## config.mk

```make
export PLATFORM = sky130hd
export DESIGN_NAME = csp_clock_ctrl
export DESIGN_NICKNAME = d
export VERILOG_FILES = /design/src/design/csp_clock_ctrl.v /design/src/design/csp_startup_timer.v
export VERILOG_INCLUDE_DIRS = /design/src /design/src/shared
export SDC_FILE = /design/constraint.sdc
export NUM_CORES = 1
export LEC_CHECK = 0
export BUFFER_PORTS_ARGS = -buffer_cell sky130_fd_sc_hd__clkbuf_2
export CAP_MARGIN = 25
export CORE_ASPECT_RATIO = 0.75
export CORE_UTILIZATION = 45
export DETAILED_ROUTE_END_ITERATION = 16
export GPL_ROUTABILITY_DRIVEN = 0
export PLACE_DENSITY = 0.68
export SETUP_SLACK_MARGIN = 0.2
export SLEW_MARGIN = 20
export SYNTH_ARGS = -nofsm -noshare
export SYNTH_HDL_FRONTEND = slang
export SYNTH_SLANG_ARGS = --single-unit
export TNS_END_PERCENT = 100
```

## constraint.sdc

```tcl
create_clock -name CLK -period 2.5 [get_ports CLK]
set_input_delay 0.625 -clock CLK [delete_from_list [all_inputs] [get_ports CLK]]
set_output_delay 0.625 -clock CLK [all_outputs]
set_load 0.05 [all_outputs]
```

## src/shared/csp_regs.vh

```
/*
 * csp_regs.vh: register offsets, field positions, reset values, fuse
 * codes, sleep-mode codes and start-up counts of the clock control block.
 * Definitions only; included by the clock control module, not by the start-up timer.
 */
`ifndef CSP_REGS_VH
`define CSP_REGS_VH

// Register offsets on the plain register port
`define CSP_ADDR_PLLCS    3'h0
`define CSP_ADDR_TRIM     3'h1
`define CSP_ADDR_SLPCTL   3'h2
`define CSP_ADDR_STATUS   3'h3
`define CSP_ADDR_FREQ     3'h4

// pll_control_status_register fields
`define CSP_PLLCS_LOCK    0
`define CSP_PLLCS_EN      1
`define CSP_PLLCS_LOWSPD  7

// Sleep control fields
`define CSP_SLP_MODE_MSB  2
`define CSP_SLP_T1FAST    3

// Reset values
`define CSP_TRIM_RST      8'h80
`define CSP_SLP_RST       3'h0

// clock_source_select_fuses codes, as read (1 = unprogrammed)
`define CSP_SEL_EXT       4'h0
`define CSP_SEL_PLL       4'h1
`define CSP_SEL_RC8       4'h2
`define CSP_SEL_RC128     4'h3

// Source codes reported on SYS_SRC
`define CSP_SRC_EXT       3'h0
`define CSP_SRC_PLL       3'h1
`define CSP_SRC_RC8       3'h2
`define CSP_SRC_RC128     3'h3
`define CSP_SRC_LFXTAL    3'h4
`define CSP_SRC_XTAL      3'h5

// Sleep modes
`define CSP_SLP_IDLE      3'h0
`define CSP_SLP_NOISE     3'h1
`define CSP_SLP_PDOWN     3'h2
`define CSP_SLP_PSAVE     3'h3
`define CSP_SLP_STANDBY   3'h4

// Start-up counts: source clock, watchdog oscillator and CLK cycles
`define CSP_CK_SLEEP      17'd6
`define CSP_CK_RESET      17'd14
`define CSP_CK_1K         17'd1024
`define CSP_CK_16K        17'd16384
`define CSP_CK_32K        17'd32768
`define CSP_WD_4MS        14'd512
`define CSP_WD_64MS       14'd8192
`define CSP_BOOT_WAIT     2'h3

// PLL figures: reference in MHz and multiplier
`define CSP_RC_MHZ        7'd8
`define CSP_PLL_MULT      7'd8

`endif

```

## src/design/csp_clock_ctrl.v

```verilog
/*
 * csp_clock_ctrl.v: clock source decode, start-up sequencing, PLL
 * control and gating of the core, I/O, flash and converter clocks.
 * Assumes a free-running CLK; fuse, oscillator, watchdog, lock and
 * interrupt pins are asynchronous and are synchronised here.
 */
// Overview of operation
// - Decode four fuse bits into clock source
// - Port B bits 4/5 become clock pins
// - Fuse read one means unprogrammed
// - Wake start-up counts selected source clock
// - Reset delay timed by watchdog oscillator
// - External clock start-up per fuse setting
// - PLL multiplies reference by eight
// - PLL enabled by fuse 0001 and bit
// - Power-down and standby stop RC oscillator, PLL
// - Low-speed bit halves PLL reference
// - Low-speed set refused in PLL mode
// - Locked flag set on PLL lock
// - PLL mode uses PLL divided by four
// - PLL mode start-up times per fuse
// - Fast clock selectable for timer one
// - Converter clock gated separately
// - Flash clock gated with core clock
// - External interrupts seen while I/O halted
`timescale 1ns/100ps
`default_nettype none
`include "csp_regs.vh"

module csp_clock_ctrl #(
   parameter        EXT_INTS = 2,
   parameter [13:0] WD_SHORT = `CSP_WD_4MS,
   parameter [13:0] WD_LONG  = `CSP_WD_64MS,
   parameter [16:0] CK_1K    = `CSP_CK_1K,
   parameter [16:0] CK_16K   = `CSP_CK_16K,
   parameter [16:0] CK_32K   = `CSP_CK_32K
) (
   input  wire                CLK,
   input  wire                RESET_N,
   input  wire [2:0]          ADDR,
   input  wire [7:0]          WR_DATA,
   input  wire                WR_STB,
   input  wire                RD_STB,
   output reg  [7:0]          RD_DATA,
   input  wire [3:0]          FUSE_CLK_SEL,
   input  wire [1:0]          FUSE_STARTUP,
   input  wire                SRC_CLK_IN,
   input  wire                WDT_OSC_IN,
   input  wire                PLL_LOCK_IN,
   input  wire [EXT_INTS-1:0] EXT_INT_N,
   input  wire                SLEEP_CMD,
   input  wire                WAKE_REQ,
   output reg                 CORE_CLK_EN,
   output reg                 IO_CLK_EN,
   output reg                 FLASH_CLK_EN,
   output reg                 CONV_CLK_EN,
   output reg                 RC_OSC_EN,
   output reg                 PLL_EN,
   output reg                 PLL_REF_HALF,
   output reg                 PLL_LOCKED,
   output reg  [2:0]          SYS_SRC,
   output reg  [1:0]          XTAL_RANGE,
   output reg                 SYS_PLL_DIV4,
   output reg                 T1_FAST_CLK_SEL,
   output reg                 PB4_CLK_IN_SEL,
   output reg                 PB5_XTAL_OUT_SEL,
   output reg  [7:0]          OSC_TRIM,
   output reg  [6:0]          FAST_CLK_MHZ,
   output reg                 EXT_INT_WAKE
);

   localparam AW    = EXT_INTS + 9;
   localparam I_LCK = EXT_INTS;
   localparam I_WDT = EXT_INTS + 1;
   localparam I_SRC = EXT_INTS + 2;
   localparam I_SUT = EXT_INTS + 3;
   localparam I_SEL = EXT_INTS + 5;

   localparam ST_BOOT  = 2'd0;
   localparam ST_START = 2'd1;
   localparam ST_RUN   = 2'd2;
   localparam ST_SLEEP = 2'd3;

   // Four-bit fuse decode; raw read values, so 1 is an unprogrammed bit
   function [2:0] src_of;
      input [3:0] sel;
      begin
         casez (sel)
            4'b0000: src_of = `CSP_SRC_EXT;
            4'b0001: src_of = `CSP_SRC_PLL;
            4'b0010: src_of = `CSP_SRC_RC8;
            4'b0011: src_of = `CSP_SRC_RC128;
            4'b01??: src_of = `CSP_SRC_LFXTAL;
            default: src_of = `CSP_SRC_XTAL;
         endcase
      end
   endfunction

   function [16:0] ck_of;
      input [3:0] sel;
      input [1:0] startup_time_fuses;
      input       from_rst;
      begin
         case (src_of(sel))
            `CSP_SRC_PLL:
               ck_of = `CSP_CK_RESET + (startup_time_fuses[0] ? CK_16K : CK_1K);
            `CSP_SRC_LFXTAL:
               ck_of = (startup_time_fuses == 2'b10) ? CK_32K : CK_1K;
            `CSP_SRC_XTAL:
               ck_of = CK_16K;
            default:
               ck_of = from_rst ? `CSP_CK_RESET : `CSP_CK_SLEEP;
         endcase
      end
   endfunction

   function [13:0] wd_of;
      input [3:0] sel;
      input [1:0] startup_time_fuses;
      input       from_rst;
      reg   [13:0] rst_wd;
      begin
         rst_wd = (startup_time_fuses == 2'b00) ? WD_SHORT : WD_LONG;
         case (src_of(sel))
            `CSP_SRC_PLL: begin
               // Power-on adds the short time-out on every setting
               wd_of = (startup_time_fuses[1] ? WD_LONG : WD_SHORT) +
                       (from_rst ? WD_SHORT : 14'h0000);
            end
            `CSP_SRC_LFXTAL, `CSP_SRC_XTAL:
               wd_of = from_rst ? rst_wd : 14'h0000;
            default: begin
               if (!from_rst || startup_time_fuses == 2'b00)
                  wd_of = 14'h0000;
               else if (startup_time_fuses == 2'b01)
                  wd_of = WD_SHORT;
               else
                  wd_of = WD_LONG;
            end
         endcase
      end
   endfunction

   function [6:0] pck_mhz;
      input half;
      begin
         if (half)
            pck_mhz = (`CSP_RC_MHZ >> 1) * `CSP_PLL_MULT;
         else
            pck_mhz = `CSP_RC_MHZ * `CSP_PLL_MULT;
      end
   endfunction

   reg  [AW-1:0] sync1;
   reg  [AW-1:0] sync2;
   reg           src_last;
   reg           wdt_last;
   reg  [1:0]    state;
   reg  [1:0]    next_state;
   reg  [1:0]    boot_cnt;
   reg           tmr_start;
   reg           from_rst;
   reg           pll_bit;
   reg  [2:0]    slp_mode;
   reg  [7:0]    rd_mux;

   wire [AW-1:0] async_in;
   wire [3:0]    fuse_sel;
   wire [1:0]    fuse_sut;
   wire          src_tick;
   wire          wdt_tick;
   wire          ext_req;
   wire          pll_mode;
   wire          deep;
   wire          osc_off;
   wire          idle;
   wire          noise;
   wire          tmr_busy;
   wire          tmr_done;
   wire          next_run;
   wire          next_sleep;
   wire          wr_pllcs;
   wire          boot_end;

   assign async_in = {FUSE_CLK_SEL, FUSE_STARTUP, SRC_CLK_IN,
                      WDT_OSC_IN, PLL_LOCK_IN, EXT_INT_N};

   // Every fuse, oscillator, lock and interrupt pin passes two flops before any logic sees it
   always @(posedge CLK or negedge RESET_N) begin
      if (!RESET_N) begin
         sync1    <= {{9{1'b0}}, {EXT_INTS{1'b1}}};
         sync2    <= {{9{1'b0}}, {EXT_INTS{1'b1}}};
         src_last <= 1'b0;
         wdt_last <= 1'b0;
      end else begin
         sync1    <= async_in;
         sync2    <= sync1;
         src_last <= sync2[I_SRC];
         wdt_last <= sync2[I_WDT];
      end
   end

   assign fuse_sel = sync2[I_SEL+3:I_SEL];
   assign fuse_sut = sync2[I_SUT+1:I_SUT];
   assign src_tick = sync2[I_SRC] & ~src_last;
   assign wdt_tick = sync2[I_WDT] & ~wdt_last;
   // Level detect on the always-running clock, not on the I/O clock
   assign ext_req  = ~&sync2[EXT_INTS-1:0];
   assign pll_mode = (fuse_sel == `CSP_SEL_PLL);
   assign idle     = (slp_mode == `CSP_SLP_IDLE);
   assign noise    = (slp_mode == `CSP_SLP_NOISE);
   assign osc_off  = (slp_mode == `CSP_SLP_PDOWN) |
                     (slp_mode == `CSP_SLP_STANDBY);
   assign deep     = osc_off | (slp_mode == `CSP_SLP_PSAVE);
   assign wr_pllcs = WR_STB & (ADDR == `CSP_ADDR_PLLCS);
   assign boot_end = (state == ST_BOOT) & (boot_cnt == `CSP_BOOT_WAIT);

   // Start-up timer keeps the clocks gated in ST_START until done
   csp_startup_timer #(
      .CKW (17),
      .WDW (14)
   ) u_timer (
      .clk     (CLK),
      .reset_n (RESET_N),
      .start   (tmr_start),
      .ck_load (ck_of(fuse_sel, fuse_sut, from_rst)),
      .wd_load (wd_of(fuse_sel, fuse_sut, from_rst)),
      .ck_tick (src_tick),
      .wd_tick (wdt_tick),
      .busy    (tmr_busy),
      .done    (tmr_done)
   );

   always @* begin
      next_state = state;
      tmr_start  = 1'b0;
      from_rst   = 1'b0;
      case (state)
         ST_BOOT: begin
            from_rst = 1'b1;
            if (boot_end) begin
               tmr_start  = 1'b1;
               next_state = ST_START;
            end
         end
         ST_START: begin
            if (tmr_done)
               next_state = ST_RUN;
         end
         ST_RUN: begin
            if (SLEEP_CMD)
               next_state = ST_SLEEP;
         end
         ST_SLEEP: begin
            if (ext_req || (WAKE_REQ && !deep)) begin
               if (deep) begin
                  tmr_start  = 1'b1;
                  next_state = ST_START;
               end else begin
                  next_state = ST_RUN;
               end
            end
         end
         default: next_state = ST_BOOT;
      endcase
   end

   always @(posedge CLK or negedge RESET_N) begin
      if (!RESET_N) begin
         state    <= ST_BOOT;
         boot_cnt <= 2'h0;
      end else begin
         state <= next_state;
         if (state == ST_BOOT)
            boot_cnt <= boot_cnt + 1'b1;
      end
   end

   assign next_run   = (next_state == ST_RUN);
   assign next_sleep = (next_state == ST_SLEEP);

   // Software registers
   always @(posedge CLK or negedge RESET_N) begin
      if (!RESET_N) begin
         pll_bit         <= 1'b0;
         PLL_REF_HALF    <= 1'b0;
         OSC_TRIM        <= `CSP_TRIM_RST;
         slp_mode        <= `CSP_SLP_RST;
         T1_FAST_CLK_SEL <= 1'b0;
      end else begin
         // PLL mode needs the PLL running from the first instruction
         if (boot_end)
            pll_bit <= pll_mode;
         else if (wr_pllcs)
            pll_bit <= WR_DATA[`CSP_PLLCS_EN];
         if (wr_pllcs)
            PLL_REF_HALF <= WR_DATA[`CSP_PLLCS_LOWSPD] & ~pll_mode;
         if (WR_STB && ADDR == `CSP_ADDR_TRIM)
            OSC_TRIM <= WR_DATA;
         if (WR_STB && ADDR == `CSP_ADDR_SLPCTL) begin
            slp_mode        <= WR_DATA[`CSP_SLP_MODE_MSB:0];
            T1_FAST_CLK_SEL <= WR_DATA[`CSP_SLP_T1FAST];
         end
      end
   end

   // Clock gates and oscillator controls, all from next_state
   always @(posedge CLK or negedge RESET_N) begin
      if (!RESET_N) begin
         CORE_CLK_EN      <= 1'b0;
         FLASH_CLK_EN     <= 1'b0;
         IO_CLK_EN        <= 1'b0;
         CONV_CLK_EN      <= 1'b0;
         RC_OSC_EN        <= 1'b1;
         PLL_EN           <= 1'b0;
         PLL_LOCKED       <= 1'b0;
         FAST_CLK_MHZ     <= 7'h00;
         EXT_INT_WAKE     <= 1'b0;
      end else begin
         CORE_CLK_EN  <= next_run;
         FLASH_CLK_EN <= next_run;
         IO_CLK_EN    <= next_run | (next_sleep & idle);
         CONV_CLK_EN  <= next_run | (next_sleep & (idle | noise));
         RC_OSC_EN    <= ~(next_sleep & osc_off);
         PLL_EN       <= pll_mode & pll_bit & ~(next_sleep & osc_off);
         // Lock is only meaningful while the loop is powered
         PLL_LOCKED   <= sync2[I_LCK] & PLL_EN;
         FAST_CLK_MHZ <= PLL_EN ? pck_mhz(PLL_REF_HALF) : 7'h00;
         EXT_INT_WAKE <= ext_req;
      end
   end

   // Pins stay general I/O until the synced fuses are valid
   always @(posedge CLK or negedge RESET_N) begin
      if (!RESET_N) begin
         SYS_SRC          <= `CSP_SRC_EXT;
         XTAL_RANGE       <= 2'h0;
         SYS_PLL_DIV4     <= 1'b0;
         PB4_CLK_IN_SEL   <= 1'b0;
         PB5_XTAL_OUT_SEL <= 1'b0;
      end else if (state != ST_BOOT || boot_cnt[1]) begin
         SYS_SRC          <= src_of(fuse_sel);
         XTAL_RANGE       <= fuse_sel[2:1];
         SYS_PLL_DIV4     <= pll_mode;
         PB4_CLK_IN_SEL   <= (fuse_sel == `CSP_SEL_EXT) |
                             fuse_sel[3] | fuse_sel[2];
         PB5_XTAL_OUT_SEL <= fuse_sel[3] | fuse_sel[2];
      end
   end

   always @* begin
      case (ADDR)
         `CSP_ADDR_PLLCS:
            rd_mux = {PLL_REF_HALF, 5'h00, pll_bit, PLL_LOCKED};
         `CSP_ADDR_TRIM:
            rd_mux = OSC_TRIM;
         `CSP_ADDR_SLPCTL:
            rd_mux = {4'h0, T1_FAST_CLK_SEL, slp_mode};
         `CSP_ADDR_STATUS:
            // Programmed fuse bits read as one here
            rd_mux = {tmr_busy, SYS_SRC, ~fuse_sel};
         `CSP_ADDR_FREQ:
            rd_mux = {1'b0, FAST_CLK_MHZ};
         default:
            rd_mux = 8'h00;
      endcase
   end

   // Read data stand for exactly one cycle after the strobe
   always @(posedge CLK or negedge RESET_N) begin
      if (!RESET_N)
         RD_DATA <= 8'h00;
      else if (RD_STB)
         RD_DATA <= rd_mux;
      else
         RD_DATA <= 8'h00;
   end

endmodule

`default_nettype wire

```

## src/design/csp_startup_timer.v

```verilog
/*
 * csp_startup_timer.v: two-phase start-up counter. Counts source clock
 * ticks, then watchdog oscillator ticks, then pulses done.
 * Assumes tick inputs are already synchronised one-cycle pulses on clk.
 */
`timescale 1ns/100ps
`default_nettype none

module csp_startup_timer #(
   parameter CKW = 17,
   parameter WDW = 14
) (
   input  wire           clk,
   input  wire           reset_n,
   input  wire           start,
   input  wire [CKW-1:0] ck_load,
   input  wire [WDW-1:0] wd_load,
   input  wire           ck_tick,
   input  wire           wd_tick,
   output reg            busy,
   output reg            done
);

   reg [CKW-1:0] ck_left;
   reg [WDW-1:0] wd_left;

   always @(posedge clk or negedge reset_n) begin
      if (!reset_n) begin
         ck_left <= {CKW{1'b0}};
         wd_left <= {WDW{1'b0}};
         busy    <= 1'b0;
         done    <= 1'b0;
      end else begin
         done <= 1'b0;
         if (start) begin
            ck_left <= ck_load;
            wd_left <= wd_load;
            busy    <= 1'b1;
         end else if (busy) begin
            // Oscillator cycles first, then the real-time part
            if (ck_left != {CKW{1'b0}}) begin
               if (ck_tick)
                  ck_left <= ck_left - 1'b1;
            end else if (wd_left != {WDW{1'b0}}) begin
               if (wd_tick)
                  wd_left <= wd_left - 1'b1;
            end else begin
               busy <= 1'b0;
               done <= 1'b1;
            end
         end
      end
   end

endmodule

`default_nettype wire

```

# Word-level counts from Yosys, hierarchy flattened
# Index checks and enable logic that the tools add are counted.
# Widths: inputs -> output; s select.
[classes] add_sub_neg=5 n_eq_ne=24 mux=46 n_bitwise=24 reduce_logical=27
[op_table] cell="$mux 14" count=10
[op_table] cell="$mux 17" count=4
[op_table] cell="$pmux 16 s3" count=1
[op_table] cell="$pmux 8 s5" count=1
[op_table] cell="$pmux 14 s2" count=1
[op_table] cell="$reduce_bool 17->1" count=1
[op_table] cell="$sub 17x1->17 const B" count=1
[op_table] cell="$add 4x15->16 const A" count=1
[op_table] cell="$mux 16" count=1
[op_table] cell="$mux 15" count=1
[op_table] cell="$pmux 3 s5" count=1
[op_table] cell="$add 14x10->14" count=1
[op_table] cell="$mux 1" count=14
[op_table] cell="$mux 7" count=2
[op_table] cell="$reduce_bool 14->1" count=1
[op_table] cell="$reduce_bool 2->1" count=7
[op_table] cell="$sub 14x1->14 const B" count=1
[op_table] cell="$eq 2x2->1 const B" count=6
[op_table] cell="$eq 3x2->1 const B" count=4
[op_table] cell="$eq 3x3->1 const B" count=4
[op_table] cell="$and 1x1->1" count=11
[op_table] cell="$mux 10" count=1
[op_table] cell="$mux 2" count=5
[op_table] cell="$eq 3x1->1 const B" count=3
[op_table] cell="other kinds (22)" count=43
[word_totals] register_bits=105 inputBits=28 output_inout_bits=41 word_cells=155

# Logic depth before layout (Yosys ltp)
[logic_depth] word_depth=12 mapped_depth=8 ltp_nobuf=8

# Hierarchy
# A second synthesis with hierarchy kept.
[unflattened] cells_unflattened=447 hier_area_um2=4769.6
[by_module_without_submodules] module="csp_clock_ctrl" instances=1 cells_each=226 area_per_inst_um2=2780.2 seq_area_each_um2=1684.1
[by_module_without_submodules] module="csp_startup_timer" instances=1 cells_each=221 area_per_inst_um2=1989.4 seq_area_each_um2=825.8

# Least setup slack after synthesis
# OpenSTA, ideal clock, no wires.
[synth_path] path_kind="register to register" start="register u_timer.ck_left[0]" end="register u_timer.wd_left[5]" setup_time_ps=140 arrival_ps=2159 required_ps=2360 setup_slack_ps=201 path_stages_with_launch=9 path_buffers=1 synth_period_minus_slack_ps=2299 cell_sequence="dfrtp_1 > inv_1 > ha_1 > or3b_1 > nor4_4 > nand3_2 > buf_4 > o311ai_0 > o41ai_1"
[synth_via] elab_chain_len=3
[synth_rtl] item="start: declaration" line_no="csp_startup_timer.v:24" text="reg [CKW-1:0] ck_left;"
[synth_rtl] item="start signal: assignment" line_no="csp_startup_timer.v:29" text="ck_left <= {CKW{1'b0}};"
[synth_rtl] item="start signal: assignment" line_no="csp_startup_timer.v:36" text="ck_left <= ck_load;"
[synth_rtl] item="start signal: assignment" line_no="csp_startup_timer.v:43" text="ck_left <= ck_left - 1'b1;"
[synth_rtl] item="$reduce_bool 17->1" line_no="csp_startup_timer.v:41" text="if (ck_left != {CKW{1'b0}}) begin"
[synth_rtl] item="$ne 2x2->1 (no source line)"
[synth_rtl] item="$reduce_and 4->1 (no source line)"
[synth_rtl] item="end signal: assignment" line_no="csp_startup_timer.v:30" text="wd_left <= {WDW{1'b0}};"
[synth_rtl] item="end signal: assignment" line_no="csp_startup_timer.v:37" text="wd_left <= wd_load;"
[synth_rtl] item="end signal: assignment" line_no="csp_startup_timer.v:46" text="wd_left <= wd_left - 1'b1;"
[synth_rtl] item="end: declaration" line_no="csp_startup_timer.v:25" text="reg [WDW-1:0] wd_left;"
# No other way between the ends.
# A chain may end at the register's enable or synchronous reset.

# Worst setup path after layout
[layout_path] start="register u_timer.ck_left[5]" end="register u_timer.ck_left[13]"
[layout_via] elab_chain_len=5 elab_cells_between_ends=8 classes_between="add/sub: 1; mux: 4; reduce/logical: 3"
[layout_rtl] item="$sub 17x1->17" line_no="csp_startup_timer.v:43"
[layout_rtl] item="$mux 17" line_no="csp_startup_timer.v:42" text="if (ck_tick)"
[layout_rtl] item="$mux 17" line_no="csp_startup_timer.v:41"
[layout_rtl] item="$mux 17" line_no="csp_startup_timer.v:39" text="end else if (busy) begin"
[layout_rtl] item="$mux 17" line_no="csp_startup_timer.v:35" text="if (start) begin"
# Several ways; a longest one is shown, not always the timed one. The select of a mux whose other input is x is not followed.

==> reports/results.ini <==
[timing]
skew_ns=0.00703
timing.fmax_ghz=0.450
rsz0062_at_grt=yes
max_slew_margin=0.510
setup_viol=0
slew_violations=0
worstMarginPinSlew_ns=0.725
final.setup.tns_ns=0
fin_crit_sh=0.890
hold_violations=0
fin_crit_ns=2.22

[cts]
h-tree-depth=3
cts_num_sinks=99
cts_max_path_buffers=2
numCtsBuffers=9
clkTransAtPathRegs_ns=0.07
clk_latency_ns=0.35
cts_tree=yes
cts_root_buf=clkbuf_16

[cells_and_area]
area_growth_pct=21.5
drive_above_1_share=0.290
n_antenna_cell=0
utilization=0.563
nNetsFinal=535
fillCellCount=839

[outcome]
status=complete, no violations

[power]
netSwitchingFraction=0.282
finalPower_mw=3.64
ir_drop_mv=0.430
pwr_density_cell_mw_per_mm2=667
p_leak_nw=2.58
p_clk_frac=0.389
comb_power_share=0.128
pwr-share-seq=0.483
p_switching_mw=1.03
internal_power_mw=2.62

[worst_setup_path]
crit_chain=or4_4, buf_4, nor3_1, nand2_1, or4_1, a21oi_1
max_stage_delay_ns=0.57
crit_slowest_cell=or4_4
cp_num_buf_inv=1
required_ns=2.77
cp_max_fo=4
cp.arrival_ns=2.50
crit_family=simple AND/OR/NAND/NOR gates
criticalPathCategory=reg -> reg
cp-end-kind=flop
start_kind=flop

[yosys]
ys_ff_latch=99
ys_types=51
netlist_instances=414
async_flop_share=1.00
synth-edff-count=0
synthFlopType=dfrtp_1
ys_warn_count=0
yosys.area.top_type=dfrtp_1
synth_area_leaders=dfrtp_1 52%, dfstp_2 3.5%, mux2_2 3.0%
ys_seq_area_frac=0.552
synth_top_area_frac=0.517
syn_area_per_cell_um2=10.9
synth_area_mm2=0.00450

[routing]
drtPass1Iterations=5
vias_per_cell=5.39
drc=0
post_drt_wl_per_cell_um=15.5
drtIter0Drc=225
num_vias=3428
wl_mm=9.87
postRouteAntennaNets=0

[floorplan]
dieWidth_um=117
num_rows=31
boundaryPins=69
initial_utilization=0.464
core_mm2=0.00970
die_y_um=88.6
die_area_mm2=0.0104

[global_routing]
grt_start_max_net_pins=47
grt_pass1_wl_mm=15.6
track_usage=0.195
grt_antenna_before_repair=0
overflow=0
first_global_vias=3164

[flow_run]
max_cap_violations=0

[hold_path]
holdCritPathClass=in -> async

[place]
port_buffers=63
dp_hpwl_mm=6.89

==> placed cells by master (no fill, tap or decap), drive strengths merged, types with 6 or more instances in the layout <==
master / Yosys / layout
a21oi: 23 / 23
and2: 7 / 7
buf: 8 / 29
clkbuf: 13 / 71
dfrtp: 93 / 93
dfstp: 6 / 6
ha: 8 / 8
inv: 19 / 21
mux2: 12 / 12
mux2i: 6 / 6
nand2: 23 / 23
nand3: 12 / 12
nand4: 6 / 6
nor2: 25 / 25
nor2b: 9 / 9
nor3: 14 / 14
nor4: 9 / 9
o21ai: 25 / 25
or3: 10 / 10
or4: 13 / 13
xnor2: 11 / 11
xor2: 9 / 9
==> path summary, 6_finish.rpt <==
check | startpoint | endpoint | slack, ns | depth (start not counted)
worst max-delay path | u_timer.ck_left[5]$_DFFE_PN0P_ | u_timer.ck_left[13]$_DFFE_PN0P_ | 0.28 | 6
worst min-delay path | RESET_N | RD_DATA[1]$_DFF_PN0_ | 0.24 | 1
worst max register to register | u_timer.ck_left[5]$_DFFE_PN0P_ | u_timer.ck_left[13]$_DFFE_PN0P_ | 0.28 | 6
min in group CLK | sync1[3]$_DFF_PN0_ | sync2[3]$_DFF_PN0_ | 0.35 | 0
worst min register to register | sync1[3]$_DFF_PN0_ | sync2[3]$_DFF_PN0_ | 0.35 | 0
max in group asynchronous | RESET_N | u_timer.ck_left[5]$_DFFE_PN0P_ | 1.62 | 2
==> through the flow <==
step	instances	setup WS, ns	hold slack [ns]	cell area, um2
floorplan	418	0.201	0.329	4510
global placement	609	0.139	0.333	5030
detailed placement	609	0.0594	0.335	5030
CTS	630	0.210	0.250	5400
global route	636	0.175	0.272	5460
finish	636	0.276	0.240	5460
==> final cells by class <==
| type | count | area, um2 | share of cell area |
|---|---|---|---|
| tap | 132 | 165 | 0.0302 |
| clock buffer | 9 | 225 | 0.0412 |
| timing repair buffer | 91 | 548 | 0.100 |
| clock inverter | 7 | 83.8 | 0.0153 |
| sequential | 99 | 2490 | 0.455 |
| inverter | 19 | 71.3 | 0.0131 |
| multi-input combinational | 279 | 1880 | 0.345 |
==> flip-flops by register name, indices dropped and copies added, names as in the netlist, 2 cells and up <==
signal	flops
u_timer.ck_left	17
u_timer.wd_left	14
sync1	11
sync2	11
OSC_TRIM	8
RD_DATA	8
SYS_SRC	3
slp_mode	3
FAST_CLK_MHZ	2
XTAL_RANGE	2
boot_cnt	2
state	2
==> per-layer routing <==
layer / track usage / vias up / share of wire / routed length (um)
met1: 0.286 / 1691 / 0.50 / 4950
li1: - / 1646 / - / -
met2: 0.283 / 80 / 0.44 / 4380
met3: 0.0457 / 11 / 0.041 / 406
met5: 0 / - / 0 / 0
met4: 0.0649 / 0 / 0.013 / 124
==> Yosys cell counts, drive strengths merged, types with 8 or more instances <==
cell type / count
or3: 10
xor2: 9
inv: 19
ha: 8
nor4: 9
xnor2: 11
nand3: 12
buf: 8
a21oi: 23
dfrtp: 93
mux2: 12
o21ai: 25
nor3: 14
clkbuf: 13
nand2: 23
or4: 13
nor2b: 9
nor2: 25
==> power by group through the flow <==
stage,clock (mW),combinational [mW],sequential [mW]
finish,1.42,0.466,1.76
CTS,1.45,0.470,1.76
detailed placement,0,0.468,1.79
global placement,0,0.462,1.79
floorplan,0,0.153,1.95
global route,1.51,0.502,1.77
==> repair_timing <==
action                     in CTS  in global routing
buffers inserted                5                  6
pin swaps                       2                  7
setup endpoints to repair      15                 12
gates resized for setup         5                  9
gates cloned                    0                  0
hold buffers                    0                  0
==> logic make-up (layout without fill, tap and decap cells) <==
group	count (synthesis)	count (layout)	share of synthesized area
flops	99	99	0.552
fa+ha+maj	8	8	0.0223
xor+xnor	20	20	0.0389
other cells	1	5	0.000834
buf+inv	40	126	0.0401
simple gates	150	150	0.191
compound gates	76	76	0.101
mux	20	20	0.0534
(Power assumes the default switching activity.)
